File: src/hw/ifd_pkg.sv
package ifd_pkg;

  // prefix and escape bytes
  localparam logic [7:0] OPSZ_PREFIX = 8'h66;
  localparam logic [7:0] ADSZ_PREFIX = 8'h67;
  localparam logic [7:0] ESCAPE_OP   = 8'h0f;

  // addressing byte encodings
  localparam logic [1:0] MOD_NODISP  = 2'h0;
  localparam logic [1:0] MOD_D8      = 2'h1;
  localparam logic [1:0] MOD_DFULL   = 2'h2;
  localparam logic [1:0] MOD_REG     = 2'h3;
  localparam logic [2:0] RM_SIB      = 3'h4;
  localparam logic [2:0] RM_D32      = 3'h5;
  localparam logic [2:0] RM_D16      = 3'h6;
  localparam logic [2:0] BASE_D32    = 3'h5;
  localparam logic [2:0] SEG_WIDE_MAX = 3'h5;
  localparam logic [2:0] GPR_HIGH_FIRST = 3'h4;

  // field positions inside opcode, addressing and sib bytes
  localparam int W_BIT      = 0;
  localparam int D_BIT      = 1;
  localparam int S_BIT      = 1;
  localparam int HI2_MSB    = 7;
  localparam int HI2_LSB    = 6;
  localparam int MID3_MSB   = 5;
  localparam int MID3_LSB   = 3;
  localparam int LO3_MSB    = 2;
  localparam int LO3_LSB    = 0;
  localparam int SEGN_MSB   = 4;
  localparam int SEGN_LSB   = 3;
  localparam int COND_MSB   = 3;
  localparam int COND_LSB   = 0;

  // byte counts
  localparam logic [2:0] BYTES_0  = 3'h0;
  localparam logic [2:0] BYTES_8  = 3'h1;
  localparam logic [2:0] BYTES_16 = 3'h2;
  localparam logic [2:0] BYTES_32 = 3'h4;
  localparam logic [3:0] LEN_ONE  = 4'h1;

  // byte write masks into a 32-bit destination
  localparam logic [3:0] WMASK_LOW8  = 4'h1;
  localparam logic [3:0] WMASK_HIGH8 = 4'h2;
  localparam logic [3:0] WMASK_16    = 4'h3;
  localparam logic [3:0] WMASK_32    = 4'hf;

  // apb register map
  localparam int          APB_AW      = 12;
  localparam logic [11:0] REG_CTRL    = 12'h000;
  localparam logic [11:0] REG_STATUS  = 12'h004;
  localparam logic [11:0] REG_COUNT   = 12'h008;
  localparam logic [11:0] REG_LAST    = 12'h00c;
  localparam logic [31:0] CTRL_RESET  = 32'h0000_0001;
  localparam int          CTRL_EN_BIT = 0;
  localparam int          CTRL_CLR_BIT = 1;

  typedef enum logic [1:0] {IMM_NONE, IMM_BYTE, IMM_FULL, IMM_WORD} ifd_imm_kind_t;
  typedef enum logic [1:0] {GPR_FULL32, GPR_FULL16, GPR_LOW8, GPR_HIGH8} ifd_gpr_part_t;
  typedef enum logic [1:0] {SZ_8, SZ_16, SZ_32} ifd_opsize_t;

  // format hint supplied with the last opcode byte
  typedef struct packed {
    logic          has_modrm;
    logic          has_w;
    logic          has_d;
    logic          has_s;
    logic          reg_in_op;
    logic          has_cond;
    logic          has_seg_narrow;
    logic          has_seg_wide;
    ifd_imm_kind_t imm_kind;
  } ifd_hint_t;

  typedef struct packed {
    logic          valid;
    logic [2:0]    idx;
    ifd_gpr_part_t part;
    logic [3:0]    wmask;
  } ifd_gpr_sel_t;

  typedef struct packed {
    logic [3:0]   len;
    logic         op16;
    logic         addr16;
    logic         two_byte;
    logic [7:0]   opcode0;
    logic [7:0]   opcode1;
    ifd_hint_t    hint;
    logic         w;
    logic         d;
    logic         s;
    logic [3:0]   cond;
    logic [1:0]   mod;
    logic [2:0]   reg_f;
    logic [2:0]   rm;
    logic         has_sib;
    logic [1:0]   scale;
    logic [2:0]   index;
    logic [2:0]   base;
    logic [2:0]   disp_len;
    logic [31:0]  disp;
    logic [2:0]   imm_len;
    logic [31:0]  imm;
  } ifd_raw_t;

  typedef struct packed {
    ifd_raw_t     raw;
    ifd_opsize_t  opsize;
    logic [31:0]  imm_ext;
    logic [1:0]   segment_select_narrow;
    logic [2:0]   segment_select_wide;
    logic         seg_invalid;
    ifd_gpr_sel_t gpr_op;
    ifd_gpr_sel_t gpr_reg;
    ifd_gpr_sel_t gpr_rm;
  } ifd_dec_t;

endpackage : ifd_pkg

File: src/hw/ifd_gpr_map.sv
`timescale 1ns/1ps
// maps one 3-bit general-register code to a register and its byte lanes
module ifd_gpr_map
  import ifd_pkg::*;
(
  // code and context
  input  wire logic         en_i,
  input  wire logic [2:0]   code_i,
  input  wire logic         has_w_i,
  input  wire logic         w_i,
  input  wire logic         op16_i,
  // mapped register
  output ifd_gpr_sel_t      sel_o
);

  // same decode wherever the code sits in the instruction
  always_comb
  begin
    sel_o       = '0;
    sel_o.valid = en_i;
    sel_o.idx   = code_i;
    if (has_w_i && !w_i)
    begin
      // byte registers: low bytes first, then high bytes of the same four
      sel_o.idx = {1'b0, code_i[1:0]};
      if (code_i >= GPR_HIGH_FIRST)
      begin
        sel_o.part  = GPR_HIGH8;
        sel_o.wmask = WMASK_HIGH8;
      end
      else
      begin
        sel_o.part  = GPR_LOW8;
        sel_o.wmask = WMASK_LOW8;
      end
    end
    else if (op16_i)
    begin
      sel_o.part  = GPR_FULL16;
      sel_o.wmask = WMASK_16;
    end
    else
    begin
      sel_o.part  = GPR_FULL32;
      sel_o.wmask = WMASK_32;
    end
  end

endmodule : ifd_gpr_map

File: src/hw/ifd_decoder.sv
// Behaviour
// - opcode bytes, then optional modrm, sib, disp, imm
// - byte after opcode is the addressing byte
// - certain addressing encodings pull in a sib byte
// - displacement after modrm or sib, 8/16/32 bits
// - immediate comes last and ends the instruction
// - width bit picks byte or full size
// - direction bit picks data flow direction
// - sign bit sign-extends a byte immediate
// - addressing byte gives mod and r/m fields
// - sib byte gives scale, index and base
// - narrow and wide segment selectors decoded
// - conditional instructions carry 4-bit condition field
// - 66h/67h give 16-bit size, one instruction only
// - prefix order irrelevant, both together allowed
// - narrow writes keep upper destination bits
// - default 32-bit; width 0 means 8-bit
// - register code decoded alike in every position
// - no width bit: eight full-size registers
// - width 0: low then high bytes
// - 32-bit addressing, r/m 100, mod not 11: sib
// - wide segment codes 110/111 flagged invalid
`timescale 1ns/1ps
module ifd_decoder
  import ifd_pkg::*;
(
  // clock and reset
  input  wire logic              clk_i,
  input  wire logic              rst_i,
  // apb slave
  input  wire logic              psel_i,
  input  wire logic              penable_i,
  input  wire logic              pwrite_i,
  input  wire logic [APB_AW-1:0] paddr_i,
  input  wire logic [31:0]       pwdata_i,
  output logic                   pready_o,
  output logic                   pslverr_o,
  output logic [31:0]            prdata_o,
  // instruction bytes from fetch
  input  wire logic              byte_valid_i,
  input  wire logic [7:0]        byte_i,
  input  wire ifd_hint_t         hint_i,
  output logic                   byte_ready_o,
  // decoded instruction
  output logic                   dec_valid_o,
  output ifd_dec_t               dec_o
);

  typedef enum logic [2:0] {ST_OPCODE, ST_OPCODE2, ST_MODRM, ST_SIB, ST_DISP, ST_IMM}
    ifd_state_t;

  ifd_state_t   state_r;
  ifd_state_t   state_nxt;
  ifd_raw_t     cur_r;
  ifd_raw_t     cur_nxt;
  logic [2:0]   cnt_r;
  logic [2:0]   cnt_nxt;
  logic         final_nxt;
  logic         take;
  logic [31:0]  ctrl_r;
  logic [31:0]  count_r;
  logic         dec_valid_r;
  ifd_dec_t     dec_r;
  logic [31:0]  prdata_r;
  logic         addr_hit;
  ifd_gpr_sel_t gpr_op;
  ifd_gpr_sel_t gpr_reg;
  ifd_gpr_sel_t gpr_rm;

  // fetch must hold its byte while ready is low, so stalling is safe
  assign byte_ready_o = ctrl_r[CTRL_EN_BIT];
  assign take         = byte_valid_i && byte_ready_o;

  // immediate size from the hint, width bit and operand size
  function automatic logic [2:0] imm_bytes(input ifd_hint_t h, input logic w,
                                           input logic op16);
    logic [2:0] n;
    n = BYTES_0;
    case (h.imm_kind)
      IMM_BYTE: n = BYTES_8;
      IMM_WORD: n = BYTES_16;
      IMM_FULL:
      begin
        if (h.has_w && !w)
          n = BYTES_8;
        else if (op16)
          n = BYTES_16;
        else
          n = BYTES_32;
      end
      default: n = BYTES_0;
    endcase
    return n;
  endfunction : imm_bytes

  // what follows once the opcode is complete
  function automatic ifd_state_t after_opcode(input ifd_hint_t h, input logic [2:0] imm);
    ifd_state_t s;
    s = ST_OPCODE;
    if (h.has_modrm)
      s = ST_MODRM;
    else if (imm != BYTES_0)
      s = ST_IMM;
    return s;
  endfunction : after_opcode

  // displacement or immediate, or end of instruction
  function automatic ifd_state_t after_addr(input logic [2:0] disp, input logic [2:0] imm);
    ifd_state_t s;
    s = ST_OPCODE;
    if (disp != BYTES_0)
      s = ST_DISP;
    else if (imm != BYTES_0)
      s = ST_IMM;
    return s;
  endfunction : after_addr

  // byte-serial walk through the instruction format
  always_comb
  begin
    logic [7:0] b;
    b         = byte_i;
    cur_nxt   = cur_r;
    state_nxt = state_r;
    cnt_nxt   = cnt_r;
    final_nxt = 1'b0;
    if (take)
    begin
      cur_nxt.len = cur_r.len + LEN_ONE;
      case (state_r)
        ST_OPCODE:
        begin
          if (b == OPSZ_PREFIX)
            cur_nxt.op16 = 1'b1;
          else if (b == ADSZ_PREFIX)
            cur_nxt.addr16 = 1'b1;
          else if (b == ESCAPE_OP)
          begin
            cur_nxt.two_byte = 1'b1;
            cur_nxt.opcode0  = b;
            state_nxt        = ST_OPCODE2;
          end
          else
          begin
            cur_nxt.opcode0 = b;
          end
        end
        ST_OPCODE2: cur_nxt.opcode1 = b;
        ST_MODRM:
        begin
          cur_nxt.mod   = b[HI2_MSB:HI2_LSB];
          cur_nxt.reg_f = b[MID3_MSB:MID3_LSB];
          cur_nxt.rm    = b[LO3_MSB:LO3_LSB];
          cur_nxt.has_sib = !cur_r.addr16 && (cur_nxt.rm == RM_SIB)
                            && (cur_nxt.mod != MOD_REG);
          case (cur_nxt.mod)
            MOD_D8:    cur_nxt.disp_len = BYTES_8;
            MOD_DFULL: cur_nxt.disp_len = cur_r.addr16 ? BYTES_16 : BYTES_32;
            MOD_NODISP:
            begin
              if (cur_r.addr16)
                cur_nxt.disp_len = (cur_nxt.rm == RM_D16) ? BYTES_16 : BYTES_0;
              else
                cur_nxt.disp_len = (cur_nxt.rm == RM_D32) ? BYTES_32 : BYTES_0;
            end
            default:   cur_nxt.disp_len = BYTES_0;
          endcase
          if (cur_nxt.has_sib)
            state_nxt = ST_SIB;
          else
            state_nxt = after_addr(cur_nxt.disp_len, cur_r.imm_len);
        end
        ST_SIB:
        begin
          cur_nxt.scale = b[HI2_MSB:HI2_LSB];
          cur_nxt.index = b[MID3_MSB:MID3_LSB];
          cur_nxt.base  = b[LO3_MSB:LO3_LSB];
          // no base register with mod 00 means a 32-bit displacement
          if (cur_r.mod == MOD_NODISP && cur_nxt.base == BASE_D32)
            cur_nxt.disp_len = BYTES_32;
          state_nxt = after_addr(cur_nxt.disp_len, cur_r.imm_len);
        end
        ST_DISP:
        begin
          cur_nxt.disp[cnt_r*8 +: 8] = b;
          cnt_nxt = cnt_r + BYTES_8;
          if (cnt_nxt == cur_r.disp_len)
          begin
            cnt_nxt   = BYTES_0;
            state_nxt = after_addr(BYTES_0, cur_r.imm_len);
          end
        end
        ST_IMM:
        begin
          cur_nxt.imm[cnt_r*8 +: 8] = b;
          cnt_nxt = cnt_r + BYTES_8;
          if (cnt_nxt == cur_r.imm_len)
          begin
            cnt_nxt   = BYTES_0;
            state_nxt = ST_OPCODE;
          end
        end
        default: state_nxt = ST_OPCODE;
      endcase
      // last opcode byte: take the format hint and opcode fields
      if ((state_r == ST_OPCODE && b != OPSZ_PREFIX && b != ADSZ_PREFIX && b != ESCAPE_OP)
          || state_r == ST_OPCODE2)
      begin
        cur_nxt.hint    = hint_i;
        cur_nxt.w       = hint_i.has_w ? b[W_BIT] : 1'b1;
        cur_nxt.d       = hint_i.has_d & b[D_BIT];
        cur_nxt.s       = hint_i.has_s & b[S_BIT];
        cur_nxt.cond    = hint_i.has_cond ? b[COND_MSB:COND_LSB] : 4'h0;
        cur_nxt.imm_len = imm_bytes(hint_i, cur_nxt.w, cur_r.op16);
        state_nxt       = after_opcode(hint_i, cur_nxt.imm_len);
      end
      final_nxt = (state_nxt == ST_OPCODE)
                  && !(state_r == ST_OPCODE && (b == OPSZ_PREFIX || b == ADSZ_PREFIX));
    end
  end

  // fsm and byte counter
  always_ff @(posedge clk_i or posedge rst_i)
  begin
    if (rst_i)
    begin
      state_r <= ST_OPCODE;
      cnt_r   <= BYTES_0;
    end
    else
    begin
      state_r <= state_nxt;
      cnt_r   <= cnt_nxt;
    end
  end

  // working copy; prefixes die with the instruction they precede
  always_ff @(posedge clk_i or posedge rst_i)
  begin
    if (rst_i)
      cur_r <= '0;
    else if (final_nxt)
      cur_r <= '0;
    else
      cur_r <= cur_nxt;
  end

  // register-specifier maps, one decoder used in every position
  ifd_gpr_map u_gpr_op (
    .en_i    (cur_nxt.hint.reg_in_op),
    .code_i  (cur_nxt.opcode1[LO3_MSB:LO3_LSB] | (cur_nxt.two_byte ? 3'h0
              : cur_nxt.opcode0[LO3_MSB:LO3_LSB])),
    .has_w_i (cur_nxt.hint.has_w),
    .w_i     (cur_nxt.w),
    .op16_i  (cur_nxt.op16),
    .sel_o   (gpr_op)
  );

  ifd_gpr_map u_gpr_reg (
    .en_i    (cur_nxt.hint.has_modrm && !cur_nxt.hint.has_seg_wide),
    .code_i  (cur_nxt.reg_f),
    .has_w_i (cur_nxt.hint.has_w),
    .w_i     (cur_nxt.w),
    .op16_i  (cur_nxt.op16),
    .sel_o   (gpr_reg)
  );

  ifd_gpr_map u_gpr_rm (
    .en_i    (cur_nxt.hint.has_modrm && cur_nxt.mod == MOD_REG),
    .code_i  (cur_nxt.rm),
    .has_w_i (cur_nxt.hint.has_w),
    .w_i     (cur_nxt.w),
    .op16_i  (cur_nxt.op16),
    .sel_o   (gpr_rm)
  );

  // decoded result, loaded on the last byte and shown the next cycle
  always_ff @(posedge clk_i or posedge rst_i)
  begin
    if (rst_i)
    begin
      dec_valid_r <= 1'b0;
      dec_r       <= '0;
    end
    else
    begin
      dec_valid_r <= final_nxt;
      if (final_nxt)
      begin
        dec_r.raw     <= cur_nxt;
        dec_r.gpr_op  <= gpr_op;
        dec_r.gpr_reg <= gpr_reg;
        dec_r.gpr_rm  <= gpr_rm;
        if (cur_nxt.hint.has_w && !cur_nxt.w)
          dec_r.opsize <= SZ_8;
        else if (cur_nxt.op16)
          dec_r.opsize <= SZ_16;
        else
          dec_r.opsize <= SZ_32;
        if (cur_nxt.imm_len == BYTES_8 && cur_nxt.s)
          dec_r.imm_ext <= cur_nxt.op16 ? {16'h0000, {8{cur_nxt.imm[7]}}, cur_nxt.imm[7:0]}
                                        : {{24{cur_nxt.imm[7]}}, cur_nxt.imm[7:0]};
        else
          dec_r.imm_ext <= cur_nxt.imm;
        dec_r.segment_select_narrow <= cur_nxt.hint.has_seg_narrow
                                       ? cur_nxt.opcode0[SEGN_MSB:SEGN_LSB] : 2'h0;
        dec_r.segment_select_wide   <= cur_nxt.hint.has_seg_wide ? cur_nxt.reg_f : 3'h0;
        dec_r.seg_invalid <= cur_nxt.hint.has_seg_wide
                             && (cur_nxt.reg_f > SEG_WIDE_MAX);
      end
    end
  end

  assign dec_valid_o = dec_valid_r;
  assign dec_o       = dec_r;

  // control register; clearing the count loses no decode in that cycle
  always_ff @(posedge clk_i or posedge rst_i)
  begin
    if (rst_i)
      ctrl_r <= CTRL_RESET;
    else if (psel_i && penable_i && pwrite_i && paddr_i == REG_CTRL)
      ctrl_r <= {30'h0, 1'b0, pwdata_i[CTRL_EN_BIT]};
  end

  // decoded-instruction count; a clear in the same cycle as a decode event leaves the count at 1
  always_ff @(posedge clk_i or posedge rst_i)
  begin
    if (rst_i)
      count_r <= 32'h0;
    else if (dec_valid_r)
      count_r <= (psel_i && penable_i && pwrite_i && paddr_i == REG_CTRL
                  && pwdata_i[CTRL_CLR_BIT]) ? 32'h1 : count_r + 32'h1;
    else if (psel_i && penable_i && pwrite_i && paddr_i == REG_CTRL
             && pwdata_i[CTRL_CLR_BIT])
      count_r <= 32'h0;
  end

  // read data captured in the setup cycle, held through access
  assign addr_hit = (paddr_i == REG_CTRL) || (paddr_i == REG_STATUS)
                    || (paddr_i == REG_COUNT) || (paddr_i == REG_LAST);

  always_ff @(posedge clk_i or posedge rst_i)
  begin
    if (rst_i)
      prdata_r <= 32'h0;
    else if (psel_i && !penable_i)
    begin
      case (paddr_i)
        REG_CTRL:   prdata_r <= ctrl_r;
        REG_STATUS: prdata_r <= {24'h0, cnt_r, state_r, (state_r != ST_OPCODE),
                                 (cur_r.len != 4'h0)};
        REG_COUNT:  prdata_r <= count_r;
        REG_LAST:   prdata_r <= {22'h0, dec_r.seg_invalid, dec_r.raw.addr16,
                                 dec_r.raw.op16, dec_r.raw.two_byte, dec_r.opsize,
                                 dec_r.raw.len};
        default:    prdata_r <= 32'h0;
      endcase
    end
  end

  // one-cycle access phase, unmapped addresses answer with an error
  assign pready_o  = psel_i && penable_i;
  assign pslverr_o = psel_i && penable_i && !addr_hit;
  assign prdata_o  = prdata_r;

endmodule : ifd_decoder

File: config.mk
export PLATFORM = sky130hd
export DESIGN_NAME = ifd_decoder
export DESIGN_NICKNAME = d
export VERILOG_FILES = /design/src/hw/ifd_pkg.sv /design/src/hw/ifd_gpr_map.sv /design/src/hw/ifd_decoder.sv
export SDC_FILE = /design/constraint.sdc
export NUM_CORES = 1
export LEC_CHECK = 0
export ABC_CLOCK_PERIOD_IN_PS = 16450
export BUFFER_PORTS_ARGS = -buffer_cell sky130_fd_sc_hd__clkbuf_2
export CAP_MARGIN = 25
export CORE_MARGIN = 3
export CORE_UTILIZATION = 55
export DETAILED_ROUTE_END_ITERATION = 10
export PLACE_DENSITY = 0.79
export REMOVE_ABC_BUFFERS = 1
export SKIP_CTS_REPAIR_TIMING = 1
export SKIP_LAST_GASP = 1
export SYNTH_ARGS = -nofsm -noshare
export SYNTH_HDL_FRONTEND = slang
export SYNTH_HIERARCHICAL = 1
export SYNTH_SLANG_ARGS = --single-unit
File: constraint.sdc
create_clock -name clk_i -period 16.45 [get_ports clk_i]
set_clock_uncertainty 0.05 [all_clocks]
set_input_delay 0.8225 -clock clk_i [delete_from_list [all_inputs] [get_ports clk_i]]
set_output_delay 0.8225 -clock clk_i [all_outputs]
set_load 0.005 [all_outputs]
==> results.json <==
{
  "avgSynthCellArea_um2": 11.7,
  "post_dp_cell_area_um2": 18700,
  "powerDensity_nw_per_um2": 94.8,
  "cellLeakagePower_nw": 10.3,
  "synth.distinct_cells": 64,
  "wl_met3_um": 2880,
  "port_buffers": 270,
  "die-area_um2": 33500,
  "drive_above_1_share": 0.288,
  "worst-path-max-fanout": 62,
  "required_ns": 16.81,
  "crit_arrival_ns": 5.00,
  "synth_edf_count": 0,
  "numCtsBuffers": 40,
  "fillCellCount": 2342,
  "grt_overflow_total": 0,
  "outcome": "complete, no violations",
  "dieHeight_um": 183,
  "setup_viol": 0,
  "synthCells": 1472,
  "period_minus_slack_ns": 4.64,
  "slew_violations": 0,
  "synthArstFlopShare": 1.00,
  "die_w_um": 183,
  "fin_setup_tns_ns": 0,
  "clock_latency_ns": 0.53,
  "rows": 64,
  "synthTopCellsByArea": "dfrtp_1 56%, mux2_2 8.4%, mux2i_1 8.3%",
  "max-slew-margin-rel": 0.119,
  "r2r-end": "dec_o[17]$_DFFE_PP0P_",
  "cp-start-kind": "flop",
  "timing.fmax_ghz": 0.216,
  "ys.flop_type": "dfrtp_1",
  "syn_area_um2": 17200,
  "initial_utilization": 0.560,
  "cts_buffer_depth": 3,
  "cap_violations": 0,
  "clock_sinks": 388,
  "worstRegToRegCells": 9,
  "place_congestion": 0.837,
  "cts-htree-levels": 2,
  "synth_top_area_frac": 0.563,
  "drc_errors": 0,
  "rr_startpoint": "cnt_r[0]$_DFFE_PP0P_",
  "clkTransAtPathRegs_ns": 0.06,
  "fin_nets": 1773,
  "via_per_inst": 5.58,
  "final_cell_mix": "387 x dfrtp_1, 270 x clkbuf_2, 165 x nor2_1, 143 x mux2i_1, 129 x mux2_2",
  "wl_met2_um": 19000,
  "drt_wl_total_um": 40100,
  "rrSetupSlack_ns": 11.81,
  "dr.pass1.iters": 5,
  "first_global_vias": 11900,
  "synth_top_area_cell": "dfrtp_1",
  "routed.top_layer": "met4",
  "rsz0062_at_grt": "no",
  "path_class": "reg2reg",
  "track_usage": 0.239,
  "vias": 11800,
  "hold_class": "in2async",
  "grt_max_degree": 215,
  "ys_warn_count": 6,
  "seq_area_frac_synth": 0.564,
  "tightestPinTransition_ns": 1.32,
  "cts_root_buf": "clkbuf_16",
  "cts_tree": "yes",
  "drt_iter0_drc": 983,
  "grt_pass1_wl_um": 64600,
  "mostFrequentLayoutCell": "dfrtp_1",
  "grt_antenna_before_repair": 0,
  "drt-met1-wl_um": 17000,
  "hold_viol_final": 0,
  "routedWlPerCell_um": 18.9,
  "fin_crit_sh": 0.282,
  "coreArea_um2": 30700,
  "critPathCaptureType": "flop",
  "stdcell_area_um2": 20000,
  "finalPower_mw": 1.90,
  "ir_drop_mv": 0.0706,
  "area_delta_synth_final_pct": 16.1,
  "diodes": 0,
  "io_pins": 301,
  "dp_hpwl_um": 26500,
  "ant_nets": 0,
  "ys_ff_latch": 388
}
worst max-delay path: stages (launching register included):
cell and delay [ns]:
dfrtp_1 0.64, inv_1 0.15, ha_1 0.43, xor2_1 0.19
o311a_1 0.40, or4_1 0.60, a211oi_4 0.34, buf_4 0.50
buf_4 0.72, mux2_2 0.43
sequential cells by signal (all words and copies together), names as in the netlist:
register	cells
count_r	32
dec_valid_o	1
cur_r	127
ctrl_r	1
state_r	3
cnt_r	3
dec_o	189
prdata_o	32
report_power, final:
part | switching, mW | internal [mW] | leakage, nW
sequential | 0.00153 | 0.956 | 4.77
clock | 0.366 | 0.522 | 0.630
combinational | 0.0396 | 0.0115 | 4.90
total | 0.407 | 1.49 | 10.3
worst max-delay path by stage:
stage	slack [ns]	start	depth (start not counted)	to
final	11.81	cnt_r[0]$_DFFE_PP0P_	9	dec_o[17]$_DFFE_PP0P_
after global routing	11.62	cnt_r[0]$_DFFE_PP0P_	9	dec_o[17]$_DFFE_PP0P_
after CTS	11.83	cnt_r[0]$_DFFE_PP0P_	9	dec_o[17]$_DFFE_PP0P_
after detailed placement	11.75	byte_i[0]	9	dec_o[5]$_DFFE_PP0P_
after global placement	11.82	byte_i[0]	9	dec_o[3]$_DFFE_PP0P_
after floorplan	-0.02	cnt_r[0]$_DFFE_PP0P_	7	dec_o[0]$_DFFE_PP0P_
layer usage:
metal  GRT usage  vias up
met1       0.327     5903
met4      0.0683        0
met3      0.0579       73
li1            -     5466
met2       0.387      377
met5           0        -
per-stage QoR:
stage | hold slack, ns | instances | utilization | worst slack (ns)
2_1_floorplan | 0.416 | 1366 | - | -0.0190
3_3_place_gp | 0.410 | 2047 | 0.606 | 11.82
3_5_place_dp | 0.422 | 2048 | 0.607 | 11.75
4_1_cts | 0.434 | 2116 | 0.649 | 11.83
5_1_grt | 0.146 | 2118 | 0.650 | 11.62
6_report | 0.156 | 2118 | 0.650 | 11.81
cell usage after synthesis, types with 3 or more instances:
master / instances
a21oi_1: 28
a22o_1: 43
a22oi_1: 32
a31oi_1: 7
and2_1: 6
and3_1: 14
buf_1: 5
buf_2: 18
buf_4: 36
buf_6: 5
clkbuf_1: 42
dfrtp_1: 387
ha_1: 9
inv_1: 111
mux2_2: 129
mux2_4: 3
mux2i_1: 143
nand2_1: 48
nand2b_1: 7
nand3_1: 24
nand4_1: 24
nor2_1: 165
nor2b_1: 50
nor2b_4: 3
nor3_1: 6
nor3b_1: 4
nor4_1: 8
nor4b_1: 5
o21ai_0: 18
o22ai_1: 6
o31ai_1: 7
or3_1: 3
xnor2_1: 13
xor2_1: 24
layout make-up:
type / count / area [um^2] / share of cell area
Timing Repair Buffer: 288 / 1550 / 0.0776
Clock inverter: 15 / 170 / 0.00851
Multi-Input combinational cell: 867 / 6530 / 0.327
Sequential cell: 388 / 9710 / 0.486
Clock buffer: 53 / 1110 / 0.0555
Tap cell: 396 / 495 / 0.0248
Inverter: 111 / 424 / 0.0212
kinds of logic after synthesis:
group           share of synthesized area
compound gates                     0.0682
mux                                 0.172
flops                               0.564
xor+xnor                           0.0215
buf+inv                            0.0587
fa+ha+maj                         0.00654
simple gates                        0.109
(Power assumes the default switching activity.)
